File: config.mk
export PLATFORM = sky130hd
export DESIGN_NAME = umi_modem_ir
export DESIGN_NICKNAME = d
export VERILOG_FILES = /design/src/umi_pkg.sv /design/src/umi_modem_ir.sv
export SDC_FILE = /design/constraint.sdc
export NUM_CORES = 1
export LEC_CHECK = 0
export ABC_AREA = 0
export BUFFER_PORTS_ARGS = -buffer_cell sky130_fd_sc_hd__clkbuf_2
export CORE_MARGIN = 2
export CORE_UTILIZATION = 40
export CTS_CLUSTER_SIZE = 12
export DETAILED_ROUTE_END_ITERATION = 7
export GPL_TIMING_DRIVEN = 0
export SLEW_MARGIN = 10
export SYNTH_ARGS = -nofsm -noshare
export SYNTH_HDL_FRONTEND = slang
export SYNTH_SLANG_ARGS = --single-unit
File: constraint.sdc
create_clock -name clk -period 5.5 [get_ports clk]
set_clock_uncertainty 0.15 [all_clocks]
set_input_delay 0.275 -clock clk [delete_from_list [all_inputs] [get_ports clk]]
set_output_delay 0.275 -clock clk [all_outputs]
set_load 0.005 [all_outputs]
File: src/umi_pkg.sv
package umi_pkg;

  // Register map of the modem and infrared control block, byte offsets.
  localparam logic [2:0] UMI_ADDR_IE    = 3'h0;
  localparam logic [2:0] UMI_ADDR_MCTL  = 3'h1;
  localparam logic [2:0] UMI_ADDR_MSTAT = 3'h2;
  localparam logic [2:0] UMI_ADDR_IRCTL = 3'h3;
  localparam logic [2:0] UMI_ADDR_CDIV  = 3'h4;

  // Interrupt enable field.
  localparam int UMI_IE_MSTAT = 3;

  // Modem control fields.
  localparam int UMI_MCTL_TREADY = 0;
  localparam int UMI_MCTL_RTS    = 2;
  localparam int UMI_MCTL_LOOP   = 4;

  // Infrared control field.
  localparam int UMI_IRCTL_EN = 0;

  // Modem status fields.
  localparam int UMI_MS_DCLR   = 0;
  localparam int UMI_MS_DSETR  = 1;
  localparam int UMI_MS_RTRAIL = 2;
  localparam int UMI_MS_DCARR  = 3;
  localparam int UMI_MS_CLR    = 4;
  localparam int UMI_MS_SETR   = 5;
  localparam int UMI_MS_RING   = 6;
  localparam int UMI_MS_CARR   = 7;

  // Values after reset.
  localparam logic [7:0] UMI_IE_RST    = 8'h00;
  localparam logic [7:0] UMI_MCTL_RST  = 8'h00;
  localparam logic [7:0] UMI_IRCTL_RST = 8'h00;
  localparam logic [7:0] UMI_CDIV_RST  = 8'h01;
  localparam logic [7:0] UMI_RDATA_RST = 8'h00;

  // Infrared timing in ticks of the sixteen-times bit-rate enable.
  localparam logic [3:0] UMI_IR_PULSE_TICKS = 4'h3;
  localparam logic [4:0] UMI_IR_CELL_TICKS  = 5'h10;

endpackage

File: src/umi_modem_ir.sv
// Decided for this implementation: the register offsets and strobed register access.
`timescale 1ns/1ps
// Function
// - In infrared mode the serial output carries the encoded transmit stream, else plain.
// - In infrared mode the serial input is pulse decoded before the receiver, else direct.
// - A programmable-rate serial clock is driven on its own output pin.
// - Setting the request-to-send control bit drives request-to-send low.
// - Reset forces request-to-send high.
// - Setting the terminal-ready control bit drives terminal-ready low.
// - Reset forces terminal-ready high.
// - Loop mode holds request-to-send and terminal-ready high.
// - Set-ready status bit reads as complement of the set-ready pin.
// - Set-ready delta sets when the pin changed since the last status read.
// - Carrier status bit reads as complement of the carrier-detect pin.
// - Carrier delta sets when the pin changed since the last status read.
// - Clear-to-send status bit reads as complement of the clear-to-send pin.
// - Clear-to-send delta sets when the pin changed since the last status read.
// - Carrier-detect is status only and never touches the receive path.
// - Clear-to-send is status only and never touches the transmit path.
// - Enabled modem status interrupt fires on any delta bit.
// - Ring status bit reads as complement of the ring-indicator pin.
// - Ring trailing-edge bit sets on a low-to-high ring pin change, and interrupts.
module umi_modem_ir (
  input  wire logic       clk,
  input  wire logic       rst,
  input  wire logic [2:0] reg_addr,
  input  wire logic [7:0] reg_wdata,
  input  wire logic       reg_wr,
  input  wire logic       reg_rd,
  output logic      [7:0] reg_rdata,
  input  wire logic       bit_x16_en,
  input  wire logic       tx_data,
  output logic            rx_data,
  output logic            serial_out,
  input  wire logic       serial_in,
  output logic            serial_rate_clock_out,
  output logic            request_to_send_n,
  output logic            terminal_ready_n,
  input  wire logic       set_ready_n,
  input  wire logic       carrier_detect_n,
  input  wire logic       clear_to_send_n,
  input  wire logic       ring_indicator_n,
  output logic            modem_status_irq
);

  logic [7:0] ie_q;
  logic [7:0] ie_d;
  logic [7:0] mctl_q;
  logic [7:0] mctl_d;
  logic [7:0] irctl_q;
  logic [7:0] irctl_d;
  logic [7:0] cdiv_q;
  logic [7:0] cdiv_d;
  logic [7:0] rdata_q;
  logic [7:0] rdata_d;
  logic [3:0] pins_q;
  logic [3:0] delta_q;
  logic [3:0] delta_d;
  logic [7:0] div_cnt_q;
  logic [7:0] div_cnt_d;
  logic       rate_clk_q;
  logic [3:0] enc_cnt_q;
  logic [3:0] enc_cnt_d;
  logic       tx_prev_q;
  logic [4:0] dec_cnt_q;
  logic [4:0] dec_cnt_d;
  logic       in_prev_q;
  logic       serial_out_q;
  logic       rx_data_q;

  // Pin vector order: clear-to-send, set-ready, ring, carrier.
  wire [3:0] pins_now  = {carrier_detect_n, ring_indicator_n, set_ready_n, clear_to_send_n};
  wire       wr_ie     = reg_wr && (reg_addr == umi_pkg::UMI_ADDR_IE);
  wire       wr_mctl   = reg_wr && (reg_addr == umi_pkg::UMI_ADDR_MCTL);
  wire       wr_irctl  = reg_wr && (reg_addr == umi_pkg::UMI_ADDR_IRCTL);
  wire       wr_cdiv   = reg_wr && (reg_addr == umi_pkg::UMI_ADDR_CDIV);
  wire       rd_mstat  = reg_rd && (reg_addr == umi_pkg::UMI_ADDR_MSTAT);
  wire       ir_mode   = irctl_q[umi_pkg::UMI_IRCTL_EN];
  wire       loop_mode = mctl_q[umi_pkg::UMI_MCTL_LOOP];

  // Change detection; a ring change counts only from low to high.
  wire [3:0] delta_set = {pins_now[3] ^ pins_q[3],
                          pins_now[2] & ~pins_q[2],
                          pins_now[1] ^ pins_q[1],
                          pins_now[0] ^ pins_q[0]};

  // Status image: upper nibble is the inverted pins, lower nibble the deltas.
  wire [7:0] mstat_img;
  assign mstat_img[umi_pkg::UMI_MS_CARR]   = ~carrier_detect_n;
  assign mstat_img[umi_pkg::UMI_MS_RING]   = ~ring_indicator_n;
  assign mstat_img[umi_pkg::UMI_MS_SETR]   = ~set_ready_n;
  assign mstat_img[umi_pkg::UMI_MS_CLR]    = ~clear_to_send_n;
  assign mstat_img[umi_pkg::UMI_MS_DCARR]  = delta_q[3];
  assign mstat_img[umi_pkg::UMI_MS_RTRAIL] = delta_q[2];
  assign mstat_img[umi_pkg::UMI_MS_DSETR]  = delta_q[1];
  assign mstat_img[umi_pkg::UMI_MS_DCLR]   = delta_q[0];

  setr_pin_a: assert property (@(posedge clk) disable iff (rst)
    rd_mstat |=> (reg_rdata[umi_pkg::UMI_MS_SETR] == !$past(set_ready_n)))
    else $error("Set-ready status bit does not mirror the inverted pin.");

  carr_pin_a: assert property (@(posedge clk) disable iff (rst)
    rd_mstat |=> (reg_rdata[umi_pkg::UMI_MS_CARR] == !$past(carrier_detect_n)))
    else $error("Carrier status bit does not mirror the inverted pin.");

  clr_pin_a: assert property (@(posedge clk) disable iff (rst)
    rd_mstat |=> (reg_rdata[umi_pkg::UMI_MS_CLR] == !$past(clear_to_send_n)))
    else $error("Clear-to-send status bit does not mirror the inverted pin.");

  ring_pin_a: assert property (@(posedge clk) disable iff (rst)
    rd_mstat |=> (reg_rdata[umi_pkg::UMI_MS_RING] == !$past(ring_indicator_n)))
    else $error("Ring status bit does not mirror the inverted pin.");

  // An event in the cycle of a status read survives: set wins over clear.
  assign delta_d = delta_set | (rd_mstat ? 4'h0 : delta_q);

  setr_hold_a: assert property (@(posedge clk) disable iff (rst)
    (delta_q[1] && !rd_mstat) |=> delta_q[1])
    else $error("Set-ready delta lost before a status read.");

  carr_hold_a: assert property (@(posedge clk) disable iff (rst)
    (delta_q[3] && !rd_mstat) |=> delta_q[3])
    else $error("Carrier delta lost before a status read.");

  clr_hold_a: assert property (@(posedge clk) disable iff (rst)
    (delta_q[0] && !rd_mstat) |=> delta_q[0])
    else $error("Clear-to-send delta lost before a status read.");

  ring_hold_a: assert property (@(posedge clk) disable iff (rst)
    (delta_q[2] && !rd_mstat) |=> delta_q[2])
    else $error("Ring trailing-edge bit lost before a status read.");

  delta_quiet_a: assert property (@(posedge clk) disable iff (rst)
    (delta_set == 4'h0 && delta_q == 4'h0) |=> (delta_q == 4'h0))
    else $error("Delta bit set without a pin change.");

  ring_fall_a: assert property (@(posedge clk) disable iff (rst)
    (!ring_indicator_n && pins_q[2] && !delta_q[2]) |=> !delta_q[2])
    else $error("Ring trailing-edge bit set on a falling ring pin.");

  read_delta_a: assert property (@(posedge clk) disable iff (rst)
    rd_mstat |=> (reg_rdata[3:0] == $past(delta_q)))
    else $error("Status read does not show the pending deltas.");

  set_wins_a: assert property (@(posedge clk) disable iff (rst)
    (rd_mstat && delta_set != 4'h0) |=> (delta_q == $past(delta_set)))
    else $error("Change during a status read was lost.");

  assign ie_d    = wr_ie ? reg_wdata : ie_q;
  assign mctl_d  = wr_mctl ? reg_wdata : mctl_q;
  assign irctl_d = wr_irctl ? reg_wdata : irctl_q;
  assign cdiv_d  = wr_cdiv ? reg_wdata : cdiv_q;

  // Unmapped addresses read as zero.
  assign rdata_d = !reg_rd ? umi_pkg::UMI_RDATA_RST :
                   (reg_addr == umi_pkg::UMI_ADDR_IE)    ? ie_q :
                   (reg_addr == umi_pkg::UMI_ADDR_MCTL)  ? mctl_q :
                   (reg_addr == umi_pkg::UMI_ADDR_MSTAT) ? mstat_img :
                   (reg_addr == umi_pkg::UMI_ADDR_IRCTL) ? irctl_q :
                   (reg_addr == umi_pkg::UMI_ADDR_CDIV)  ? cdiv_q : umi_pkg::UMI_RDATA_RST;

  always_ff @(posedge clk) begin
    if (rst) begin
      ie_q    <= umi_pkg::UMI_IE_RST;
      mctl_q  <= umi_pkg::UMI_MCTL_RST;
      irctl_q <= umi_pkg::UMI_IRCTL_RST;
      cdiv_q  <= umi_pkg::UMI_CDIV_RST;
      rdata_q <= umi_pkg::UMI_RDATA_RST;
      delta_q <= 4'h0;
      pins_q  <= 4'hF;
    end else begin
      ie_q    <= ie_d;
      mctl_q  <= mctl_d;
      irctl_q <= irctl_d;
      cdiv_q  <= cdiv_d;
      rdata_q <= rdata_d;
      delta_q <= delta_d;
      pins_q  <= pins_now;
    end
  end

  assign reg_rdata = rdata_q;

  // Handshake outputs follow the control register directly, so a cleared bit shows at the write edge.
  assign request_to_send_n = ~(mctl_q[umi_pkg::UMI_MCTL_RTS] & ~loop_mode);
  assign terminal_ready_n  = ~(mctl_q[umi_pkg::UMI_MCTL_TREADY] & ~loop_mode);

  rts_stable_a: assert property (@(posedge clk) disable iff (rst)
    !wr_mctl |=> $stable(request_to_send_n))
    else $error("Request-to-send moved without a control write.");

  tready_stable_a: assert property (@(posedge clk) disable iff (rst)
    !wr_mctl |=> $stable(terminal_ready_n))
    else $error("Terminal-ready moved without a control write.");

  rts_clear_a: assert property (@(posedge clk) disable iff (rst)
    (wr_mctl && !reg_wdata[umi_pkg::UMI_MCTL_RTS]) |=> request_to_send_n)
    else $error("Request-to-send not released after its bit was cleared.");

  tready_clear_a: assert property (@(posedge clk) disable iff (rst)
    (wr_mctl && !reg_wdata[umi_pkg::UMI_MCTL_TREADY]) |=> terminal_ready_n)
    else $error("Terminal-ready not released after its bit was cleared.");

  assign modem_status_irq = ie_q[umi_pkg::UMI_IE_MSTAT] & (|delta_q);

  irq_off_a: assert property (@(posedge clk) disable iff (rst)
    !ie_q[umi_pkg::UMI_IE_MSTAT] |-> !modem_status_irq)
    else $error("Modem status interrupt raised while disabled.");

  irq_src_a: assert property (@(posedge clk) disable iff (rst)
    modem_status_irq |-> (delta_q != 4'h0))
    else $error("Modem status interrupt raised with no delta pending.");

  // Rate clock: it toggles every divisor plus one clocks, so a divisor of zero toggles it every clock and the pin never freezes.
  wire div_hit = (div_cnt_q >= cdiv_q);
  assign div_cnt_d = div_hit ? 8'h00 : div_cnt_q + 8'h01;

  always_ff @(posedge clk) begin
    if (rst) begin
      div_cnt_q  <= 8'h00;
      rate_clk_q <= 1'b0;
    end else begin
      div_cnt_q  <= div_cnt_d;
      rate_clk_q <= div_hit ? ~rate_clk_q : rate_clk_q;
    end
  end

  assign serial_rate_clock_out = rate_clk_q;

  rate_hold_a: assert property (@(posedge clk) disable iff (rst)
    !div_hit |=> $stable(serial_rate_clock_out))
    else $error("Rate clock moved between divider terminal counts.");

  // Encoder: each zero bit cell carries a high pulse of three sixteenths; cells are aligned to data edges.
  wire tx_edge   = tx_data ^ tx_prev_q;
  assign enc_cnt_d = tx_edge ? 4'h0 : (bit_x16_en ? enc_cnt_q + 4'h1 : enc_cnt_q);
  wire ir_pulse  = ~tx_data & (enc_cnt_q < umi_pkg::UMI_IR_PULSE_TICKS);

  // Decoder: each received pulse yields one cell of low data to the receiver.
  wire in_rise   = serial_in & ~in_prev_q;
  assign dec_cnt_d = in_rise ? umi_pkg::UMI_IR_CELL_TICKS :
                     ((bit_x16_en && dec_cnt_q != 5'h00) ? dec_cnt_q - 5'h01 : dec_cnt_q);
  wire ir_rx     = (dec_cnt_q == 5'h00);

  always_ff @(posedge clk) begin
    if (rst) begin
      enc_cnt_q    <= 4'h0;
      tx_prev_q    <= 1'b1;
      dec_cnt_q    <= 5'h00;
      in_prev_q    <= 1'b0;
      serial_out_q <= 1'b1;
      rx_data_q    <= 1'b1;
    end else begin
      enc_cnt_q    <= enc_cnt_d;
      tx_prev_q    <= tx_data;
      dec_cnt_q    <= dec_cnt_d;
      in_prev_q    <= serial_in;
      serial_out_q <= ir_mode ? ir_pulse : tx_data;
      rx_data_q    <= ir_mode ? ir_rx : serial_in;
    end
  end

  assign serial_out = serial_out_q;
  assign rx_data    = rx_data_q;

  ir_rx_low_a: assert property (@(posedge clk) disable iff (rst)
    (ir_mode && in_rise) ##1 ir_mode |=> !rx_data)
    else $error("Infrared pulse not decoded as a low cell.");

  ir_rx_idle_a: assert property (@(posedge clk) disable iff (rst)
    (ir_mode && dec_cnt_q == 5'h00) |=> rx_data)
    else $error("Infrared decoder low without a pulse.");

  ir_tx_off_a: assert property (@(posedge clk) disable iff (rst)
    (ir_mode && tx_data) |=> !serial_out)
    else $error("Infrared output high for a one bit.");

  ir_tx_on_a: assert property (@(posedge clk) disable iff (rst)
    (ir_mode && tx_edge && !tx_data) ##1 (ir_mode && !tx_data) |=> serial_out)
    else $error("Infrared pulse missing at the start of a zero bit.");

  rts_loop_a: assert property (@(posedge clk) disable iff (rst)
    loop_mode |-> (request_to_send_n && terminal_ready_n))
    else $error("Handshake outputs active in loop mode.");

  rts_set_a: assert property (@(posedge clk) disable iff (rst)
    (wr_mctl && reg_wdata[umi_pkg::UMI_MCTL_RTS] && !reg_wdata[umi_pkg::UMI_MCTL_LOOP]) |=> !request_to_send_n)
    else $error("Request-to-send not asserted after write.");

  tready_set_a: assert property (@(posedge clk) disable iff (rst)
    (wr_mctl && reg_wdata[umi_pkg::UMI_MCTL_TREADY] && !reg_wdata[umi_pkg::UMI_MCTL_LOOP]) |=> !terminal_ready_n)
    else $error("Terminal-ready not asserted after write.");

  ctl_clear_a: assert property (@(posedge clk) disable iff (rst)
    (wr_mctl && !reg_wdata[umi_pkg::UMI_MCTL_RTS] && !reg_wdata[umi_pkg::UMI_MCTL_TREADY])
      |=> (request_to_send_n && terminal_ready_n))
    else $error("Handshake output not released after clear.");

  reset_idle_a: assert property (@(posedge clk)
    rst |=> (request_to_send_n && terminal_ready_n))
    else $error("Handshake outputs not idle after reset.");

  status_pins_a: assert property (@(posedge clk) disable iff (rst)
    rd_mstat |=> (reg_rdata[7:4] == ~$past(pins_now)))
    else $error("Status bits do not mirror inverted pins.");

  clr_delta_a: assert property (@(posedge clk) disable iff (rst)
    (clear_to_send_n != pins_q[0]) |=> delta_q[0] ##1 (reg_rdata[umi_pkg::UMI_MS_DCLR] || !$past(rd_mstat)))
    else $error("Clear-to-send delta missed.");

  setr_delta_a: assert property (@(posedge clk) disable iff (rst)
    (set_ready_n != pins_q[1]) |=> delta_q[1])
    else $error("Set-ready delta missed.");

  carr_delta_a: assert property (@(posedge clk) disable iff (rst)
    (carrier_detect_n != pins_q[3]) |=> delta_q[3])
    else $error("Carrier delta missed.");

  ring_edge_a: assert property (@(posedge clk) disable iff (rst)
    (ring_indicator_n && !pins_q[2]) |=> delta_q[2])
    else $error("Ring trailing edge missed.");

  read_clear_a: assert property (@(posedge clk) disable iff (rst)
    (rd_mstat && delta_set == 4'h0) |=> (delta_q == 4'h0 && !modem_status_irq))
    else $error("Status read did not clear deltas.");

  msirq_a: assert property (@(posedge clk) disable iff (rst)
    (ie_q[umi_pkg::UMI_IE_MSTAT] && delta_set != 4'h0 && !wr_ie) |=> modem_status_irq)
    else $error("Modem status interrupt not raised.");

  plain_tx_a: assert property (@(posedge clk) disable iff (rst)
    !ir_mode |=> (serial_out == $past(tx_data)))
    else $error("Plain transmit path broken.");

  plain_rx_a: assert property (@(posedge clk) disable iff (rst)
    !ir_mode |=> (rx_data == $past(serial_in)))
    else $error("Plain receive path broken.");

  ir_idle_a: assert property (@(posedge clk) disable iff (rst)
    (ir_mode && tx_data && $past(tx_data)) |=> !serial_out)
    else $error("Infrared output pulses on idle line.");

  rate_clk_a: assert property (@(posedge clk) disable iff (rst)
    (div_hit && !$past(rst)) |=> (serial_rate_clock_out != $past(serial_rate_clock_out)))
    else $error("Rate clock did not toggle at divider terminal count.");

endmodule // umi_modem_ir

==> results of run 1 <==
-- logic make-up after synthesis --
kind of cell	count (synthesis)	synth area share [%]
xor gates and xnor gates	16	4.35
adders and majority gates	11	4.27
DFF	70	43.5
buffers and inverters	31	4.66
and+or+nand+nor	155	24.5
muxes	6	2.29
AOI/OAI and AO/OA	80	16.4
-- power by group through the flow --
stage,Combinational (mW),Clock (mW),Sequential (mW)
after CTS,0.223,0.402,0.555
after global placement,0.219,0,0.566
after floorplan,0.168,0,0.561
after detailed placement,0.222,0,0.566
final,0.220,0.391,0.555
after global routing,0.245,0.426,0.558
-- cell usage in the layout, fill, tap and decap left out, drive strengths merged, types with 3 or more instances in the layout --
cell type	n
nand2	74
dfxtp	70
clkbuf	54
a21oi	49
nor2	25
inv	14
ha	11
buf	11
nor3	10
xnor2	8
xor2	8
nand3	8
nand2b	7
nor2b	6
and3	5
a22oi	5
or2	5
mux2i	4
o22ai	4
a32o	4
a2bb2oi	4
o21a	3
nand3b	3
nor3b	3
-- flip-flops by register name, summed over array words and instances (netlist names) --
register / cells
enc_cnt_q: 4
tx_prev_q: 1
pins_q: 4
rx_data: 1
dec_cnt_q: 5
div_cnt_q: 8
serial_rate_clock_out: 1
cdiv_q: 8
reg_rdata: 8
irctl_q: 8
serial_out: 1
ie_q: 8
in_prev_q: 1
mctl_q: 8
delta_q: 4
-- routing by layer --
metal,vias to the layer above,track usage (%)
met5,-,0
met4,0,7.61
met3,12,5.14
met2,64,28.9
met1,1239,25.8
li1,1349,-
-- how the worst max path moves through the flow --
stage	startpoint	to	slack [ps]	cells after the start
2_1_floorplan	div_cnt_q[0]	div_cnt_q[1]	3700	6
3_3_place_gp	div_cnt_q[0]	div_cnt_q[1]	3550	6
3_5_place_dp	div_cnt_q[0]	div_cnt_q[1]	3540	6
4_1_cts	div_cnt_q[0]	div_cnt_q[1]	3510	6
5_1_grt	div_cnt_q[0]	div_cnt_q[1]	3380	6
6_report	div_cnt_q[0]	div_cnt_q[1]	3540	6
-- critical path, stage by stage, from the launching register on --
cell and delay [ps]:
dfxtp_1 400, inv_1 60, ha_1 270, nand2b_4 150, a2111oi_4 470, o31ai_4 210, nor3b_2 190
-- area by class of cell --
type,count,area (um2),share of cell area [%]
sequential,70,1400,37.7
timing repair buffer,34,175,4.72
buffer,17,97.6,2.63
multi-input combinational,268,1670,45.0
tap,102,128,3.44
inverter,14,52.6,1.42
clock buffer,15,186,5.02
-- per-stage QoR --
step                      utilization (%)  instances  worst slack, ps  cell area [um2]
after floorplan                         -        369             3700             3220
after global placement               45.3        504             3550             3520
after detailed placement             45.3        504             3540             3520
after CTS                            47.8        520             3510             3710
after global routing                 47.8        520             3380             3710
final                                47.8        520             3540             3710
==> flow_metrics.tcl, run 1 <==
set metrics [dict create \
    die_w_um 93.8 \
    p_sw_share_pct 27.6 \
    cp_data_required_time_ps 5620 \
    pin_count 36 \
    clk_latency_ps 340 \
    wl_per_cell_um 14.8 \
    syn2layout_area_growth_pct 15.2 \
    drive_above_1_share_pct 19.4 \
    synth_top_area_share_pct 43.5 \
    synthesis.nets 402 \
    power.share.sequential_pct 47.6 \
    yosys.cell_types.count 56 \
    ys_async_sr_fraction_pct 0 \
    setup_violations 0 \
    drt_iter0_markers 109 \
    cts.sinks 70 \
    drv_cap 0 \
    status "complete, no violations" \
    dp_hpwl_um 5710 \
    fmax_mhz 509 \
    synth_warnings 0 \
    cts.htree.levels 3 \
    tightest_slew_ps 697 \
    die_h_um 93.8 \
    worstSetupPathType "reg -> reg" \
    grt_use_total_pct 19.1 \
    hp-start "clear_to_send_n" \
    wl_met1_um 3620 \
    viasPerCell 5.12 \
    hold_buffers 1 \
    synthFlopType "dfxtp_1" \
    grt_pass1_wl_um 12800 \
    place_congestion 0.829 \
    yosysMostFrequentCell "nand2_1" \
    clockBufferDepth 2 \
    cts_tree "yes" \
    powerDensity_nw_per_um2 314 \
    syn_area_um2 3220 \
    synth_area_leader_cell "dfxtp_1" \
    drtAntennaViolNets 0 \
    critPathArrivalTime_ps 2090 \
    synth_seq_cells 70 \
    dr.pass1.iters 4 \
    tns_ps 0 \
    p_total_mw 1.17 \
    path_max_fanout 8 \
    vias 2664 \
    synthTopCellsByArea "dfxtp_1, nand2_1, a21oi_1, ha_1, nor2_1" \
    synthesis.instances 369 \
    wl_met2_um 3420 \
    fillers 810 \
    crit_path_end_kind "flip-flop" \
    p_clk_share_pct 33.5 \
    rr_startpoint "div_cnt_q[0]" \
    synth_area_per_cell_um2 8.73 \
    power.net_switching_uw 321 \
    cell_internal_pwr_uw 844 \
    core_area_um2 7770 \
    r2r-end "div_cnt_q[1]" \
    num_rows 32 \
    rrSetupSlack_ps 3540 \
    initial_core_util_pct 41.5 \
    post-cts-setup-buffers 0 \
    nets 447 \
    hold_path_class "in -> reg" \
    r2r_cells 6 \
    power_leakage_nw 1.43 \
    max-vdd-ir-drop_v 0.000125 \
    whs_ps 18.6 \
    fin_crit_ps 1960 \
    comb_power_share_pct 18.9 \
    antenna_found_initial 0 \
    cts.clk_slew.worst_paths_ps 70 \
    hold_viol_final 0 \
    drc 0 \
    die_area_um2 8790 \
    synth_commonest_cells "nand2_1, dfxtp_1, a21oi_1, nor2_1, inv_1" \
    post_cts_resized 0 \
    cts_buffers 9 \
    grt_overflow 0 \
    slew_violations 0 \
    grt_pass1_vias 2572 \
    route.met3.wl_um 500 \
    grt_max_degree 11 \
    worstSetupStartpointType "flip-flop" \
    n_antenna_cell 0 \
    portBuffers 33 \
    drt_wl_total_um 7690 \
    whs_path_depth 2 \
    timing.final.crit_share_pct 35.7 \
    root_buffer "clkbuf_8" \
    rsz0062_at_grt "no" \
    synth_edf_count 0 \
    slew_headroom_pct 53.6 \
    hold-path-endpoint "pins_q[0]" \
    dr.max_layer_used "met4" \
    ys_seq_area_share_pct 43.5 \
]
(Power assumes the default switching activity.)
==> run 2, diff against run 1 <==
Settings changed: ABC_AREA 0 to 1.
Clock period 5.5 ns to 1.9 ns, I/O delays scaled along.
==> flow_metrics.tcl, run 2 <==
set metrics [dict create \
    die_area_um2 8460 \
    hold_path_class "in -> reg" \
    clockBufferDepth 2 \
    cts.clk_slew.worst_paths_ps 90 \
    synthesis.nets 439 \
    fin_crit_ps 1660 \
    worstSetupPathType "reg -> reg" \
    drtAntennaViolNets 0 \
    final_cell_mix "nand2_1, dfxtp_1, inv_1" \
    setup_violations 0 \
    slew_headroom_pct 60.8 \
    crit_slowest_cell "dfxtp_1" \
    ys_seq_area_share_pct 45.3 \
    drt_iter0_markers 148 \
    die_w_um 92.0 \
    grt_overflow 0 \
    syn_area_um2 3100 \
    viasPerCell 4.77 \
    grt_use_total_pct 17.7 \
    synth_top_area_share_pct 45.3 \
    synthTopCellsByArea "dfxtp_1, nand2_1, a21oi_1, inv_1, o21ai_0" \
    layout_commonest_cell "nand2_1" \
    grt_pass1_vias 2522 \
    hp-start "rst" \
    whs_ps -2.40 \
    ys_async_sr_fraction_pct 0 \
    rr_startpoint "cdiv_q[7]" \
    wl_per_cell_um 12.1 \
    dp_slack_ps 75.5 \
    critPathMaxStageDelay_ps 340 \
    num_rows 32 \
    drt_wl_total_um 6930 \
    clk_latency_ps 350 \
    root_buffer "clkbuf_8" \
    cts.htree.levels 3 \
    n_antenna_cell 0 \
    cts.sinks 70 \
    portBuffers 34 \
    synth_warnings 0 \
    yosysMostFrequentCell "nand2_1" \
    p_total_mw 3.36 \
    cts_buffers 9 \
    synth_area_leader_cell "dfxtp_1" \
    crit_path_end_kind "flip-flop" \
    post_cts_resized 0 \
    fillers 803 \
    core_area_um2 7610 \
    timing.final.crit_share_pct 87.6 \
    initial_core_util_pct 40.7 \
    tns_ps 0 \
    cts_tree "yes" \
    max-vdd-ir-drop_v 0.000404 \
    status "finished with violations" \
    path_max_fanout 8 \
    critPathArrivalTime_ps 1800 \
    dr.pass1.iters 4 \
    synth_area_per_cell_um2 7.63 \
    worstPathCellList "inv_1 -> ha_1 -> a21o_1 -> nor2_1 -> nand4_1 -> buf_4 -> a21oi_1" \
    synthesis.instances 406 \
    hold_viol_final 2 \
    power_leakage_nw 1.61 \
    slew_violations 0 \
    place_congestion 0.827 \
    synth_edf_count 0 \
    rsz0062_at_grt "no" \
    crit_family "flip-flops" \
    tightest_slew_ps 586 \
    path_buf_inv 2 \
    synthFlopType "dfxtp_1" \
    worst_slack_ps 236 \
    dp_hpwl_um 5230 \
    fmax_mhz 601 \
    grt_max_degree 15 \
    grt_pass1_wl_um 11800 \
    crit_path_start "cdiv_q[7]" \
    die_h_um 92.0 \
    yosys.cell_types.count 31 \
    vias 2742 \
    drc 0 \
    drv_cap 0 \
    synth_commonest_cells "nand2_1, dfxtp_1, inv_1, a21oi_1, o21ai_0" \
    nets 501 \
    cp_data_required_time_ps 2030 \
    pin_count 36 \
    antenna_found_initial 0 \
    powerDensity_nw_per_um2 892 \
    syn2layout_area_growth_pct 21.5 \
    drive_above_1_share_pct 16.7 \
    synth_seq_cells 70 \
    worstSetupStartpointType "flip-flop" \
    failed_checks "hold timing" \
]
==> run 2: cell types whose count changed in the layout (fill, tap and decap cells not counted), moves of 6 or more <==
cell,before,now
inv_1,14,58
o21ai_0,1,30
dlygate4sd3_1,1,16
nand3_1,8,21
nor3_2,7,0
xor2_1,8,1
nand2b_1,6,0
==> run 2: per-stage QoR <==
stage	cells	cell area [um2]	utilization, %	hold WS, ps
global placement	542	3390	44.6	173
detailed placement	542	3390	44.6	172
global route	575	3760	49.5	22.3
finish	575	3760	49.5	-2.40
floorplan	406	3100	-	41.4
CTS	574	3760	49.4	4.14
==> run 2: kinds of logic (layout without fill, tap and decap cells) <==
logic type	after synthesis	after routing	share of synthesized area, %
xor gates and xnor gates	8	8	2.26
adders and majority gates	11	11	4.44
AOI/OAI and AO/OA	93	93	16.2
and+or+nand+nor	151	151	21.9
DFF	70	70	45.3
buffers and inverters	73	140	9.94
==> run 2: per-layer routing <==
layer	global-route usage (%)	part of all wire (%)	vias to the layer above
li1	-	-	1434
met1	22.9	47	1239
met2	29.0	47	56
met3	3.70	4.0	13
met4	6.72	1.7	0
met5	0	0	-
==> run 2: worst min-delay path, cell delays in order <==
cell and delay, ps:
clkbuf_2 90, buf_2 210, a21oi_1 60
==> run 2: worst paths after layout <==
check	to	slack [ps]	cells after the start
setup / recovery	div_cnt_q[7]	240	7
hold / removal	delta_q[1]	-2	3
setup reg to reg	div_cnt_q[7]	240	7
hold reg to reg	irctl_q[6]	300	2
==> run 2: final cells by class <==
class,count,area [um2],share of cell area (%)
Timing Repair Buffer,51,338,8.98
Clock inverter,7,77.6,2.06
Tap cell,102,128,3.39
Sequential cell,70,1400,37.2
Buffer,11,70.1,1.86
Clock buffer,9,124,3.29
Multi-Input combinational cell,263,1390,36.9
Inverter,62,238,6.32
==> run 2: power by group <==
part	switching [mW]	internal, mW	total, mW
Combinational	0.303	0.213	0.517
Sequential	0.0508	1.55	1.60
Clock	0.619	0.622	1.24
==> run 2: repair_timing <==
action / CTS / global route
buffers inserted: 0 / 1
setup endpoints to repair: 0 / 8
hold buffers: 16 / 0
endpoints found under the hold margin: 48 / 0
==> run 3, diff against run 2 <==
Settings changed: BUFFER_PORTS_ARGS -buffer_cell sky130_fd_sc_hd__clkbuf_2 to -buffer_cell sky130_fd_sc_hd__buf_2, HOLD_SLACK_MARGIN set to 0.02.
==> flow_metrics.tcl, run 3 (same netlist as run 2, synthesis figures left out) <==
set metrics [dict create \
    powerDensity_nw_per_um2 900 \
    grt_pass1_wl_um 11800 \
    crit_path_start "cdiv_q[7]" \
    cp_data_required_time_ps 2020 \
    final_cell_mix "nand2_1, dfxtp_1, inv_1" \
    tns_ps 0 \
    dp_hpwl_um 5250 \
    path_buf_inv 2 \
    grt_pass1_vias 2541 \
    crit_path_end_kind "flip-flop" \
    fmax_mhz 598 \
    max-vdd-ir-drop_v 0.000326 \
    die_h_um 92.0 \
    crit_slowest_cell "dfxtp_1" \
    drt_iter0_markers 138 \
    initial_core_util_pct 40.7 \
    vias 2694 \
    use_met1_pct 23.0 \
    syn2layout_area_growth_pct 22.3 \
    tightest_slew_ps 529 \
    cts_tree "yes" \
    status "complete, no violations" \
    root_buffer "clkbuf_8" \
    crit_cells 7 \
    cts.htree.levels 3 \
    drtAntennaViolNets 0 \
    worstSetupStartpointType "flip-flop" \
    num_rows 32 \
    dr.pass1.iters 5 \
    drc 0 \
    rr_startpoint "cdiv_q[7]" \
    wl_per_cell_um 11.9 \
    viasPerCell 4.68 \
    worstPathCellList "inv_1 -> ha_1 -> a21o_1 -> nor2_1 -> nand4_1 -> buf_4 -> a21oi_1" \
    grt_use_total_pct 17.7 \
    drive_above_1_share_pct 16.7 \
    drv_cap 0 \
    rsz0062_at_grt "no" \
    path_max_fanout 8 \
    whs_path_depth 4 \
    layout_commonest_cell "nand2_1" \
    slew_violations 0 \
    portBuffers 34 \
    met3_usage_pct 5.26 \
    grt_max_degree 13 \
    critPathMaxStageDelay_ps 340 \
    p_total_mw 3.41 \
    n_antenna_cell 0 \
    hold_path_class "in -> reg" \
    power_leakage_nw 1.62 \
    grt_util_met2_pct 28.7 \
    hold_viol_final 0 \
    cts.clk_slew.worst_paths_ps 70 \
    clk_latency_ps 340 \
    cts_buffers 9 \
    nets 502 \
    slew_headroom_pct 64.7 \
    crit_family "flip-flops" \
    cts.sinks 70 \
    core_area_um2 7610 \
    top_usage_layer "met2" \
    hp-start "reg_addr[1]" \
    r2r_cells 7 \
    fin_crit_ps 1670 \
    clockBufferDepth 2 \
    pin_count 36 \
    die_area_um2 8460 \
    setup_violations 0 \
    place_congestion 0.825 \
    worst_slack_ps 229 \
    drt_wl_total_um 6860 \
    antenna_found_initial 0 \
    grt_overflow 0 \
    die_w_um 92.0 \
    dp_slack_ps 90.4 \
    worstSetupPathType "reg -> reg" \
    critPathArrivalTime_ps 1790 \
    timing.final.crit_share_pct 88.0 \
]
## run 3: through the flow
step                hold slack, ps  std cells  utilization [%]  cell area [um2]
global route                  52.0        576             49.8             3790
floorplan                     41.4        406                -             3100
global placement               168        542             44.6             3390
detailed placement             173        542             44.6             3390
finish                        48.6        576             49.8             3790
CTS                           24.3        575             49.7             3780
## run 3: final timing paths
kind                                     end  slack (ps)
worst min register to register    irctl_q[1]         290
worst max register to register  div_cnt_q[4]         230
worst max-delay path            div_cnt_q[4]         230
worst min-delay path            reg_rdata[6]          50
## run 3: cell type report
type,instances,area [um2]
Clock inverter,6,86.3
Tap cell,102,128
Buffer,11,70.1
Sequential cell,70,1400
Fill cell,771,3820
Clock buffer,10,128
Timing Repair Buffer,52,348
Inverter,62,238
Multi-Input combinational cell,263,1390
## run 3: routing by layer
metal,up-vias,wire (um)
li1,1437,-
met1,1197,3300
met2,52,3200
met3,8,274
met4,0,85
met5,-,0
## run 3: where the power goes
part           leakage (nW)  switching (mW)  internal (mW)
Sequential            0.571          0.0520           1.55
Clock                 0.106           0.553          0.737
Combinational         0.943           0.302          0.216
## run 3: what timing repair did
item                       in CTS  in global routing
hold buffers                   17                  0
setup endpoints to repair       0                  9
resized for setup               0                  1
hold endpoints to repair       49                  0
setup buffers                   0                  1
## run 3: worst reg2reg max path, delay by kind of cell (launching register included)
kind | cells | cell delay [ps]
AOI/OAI and AO/OA | 2 | 280
adders and majority gates | 1 | 310
buffers and inverters | 2 | 240
DFF | 1 | 340
and+or+nand+nor | 2 | 290
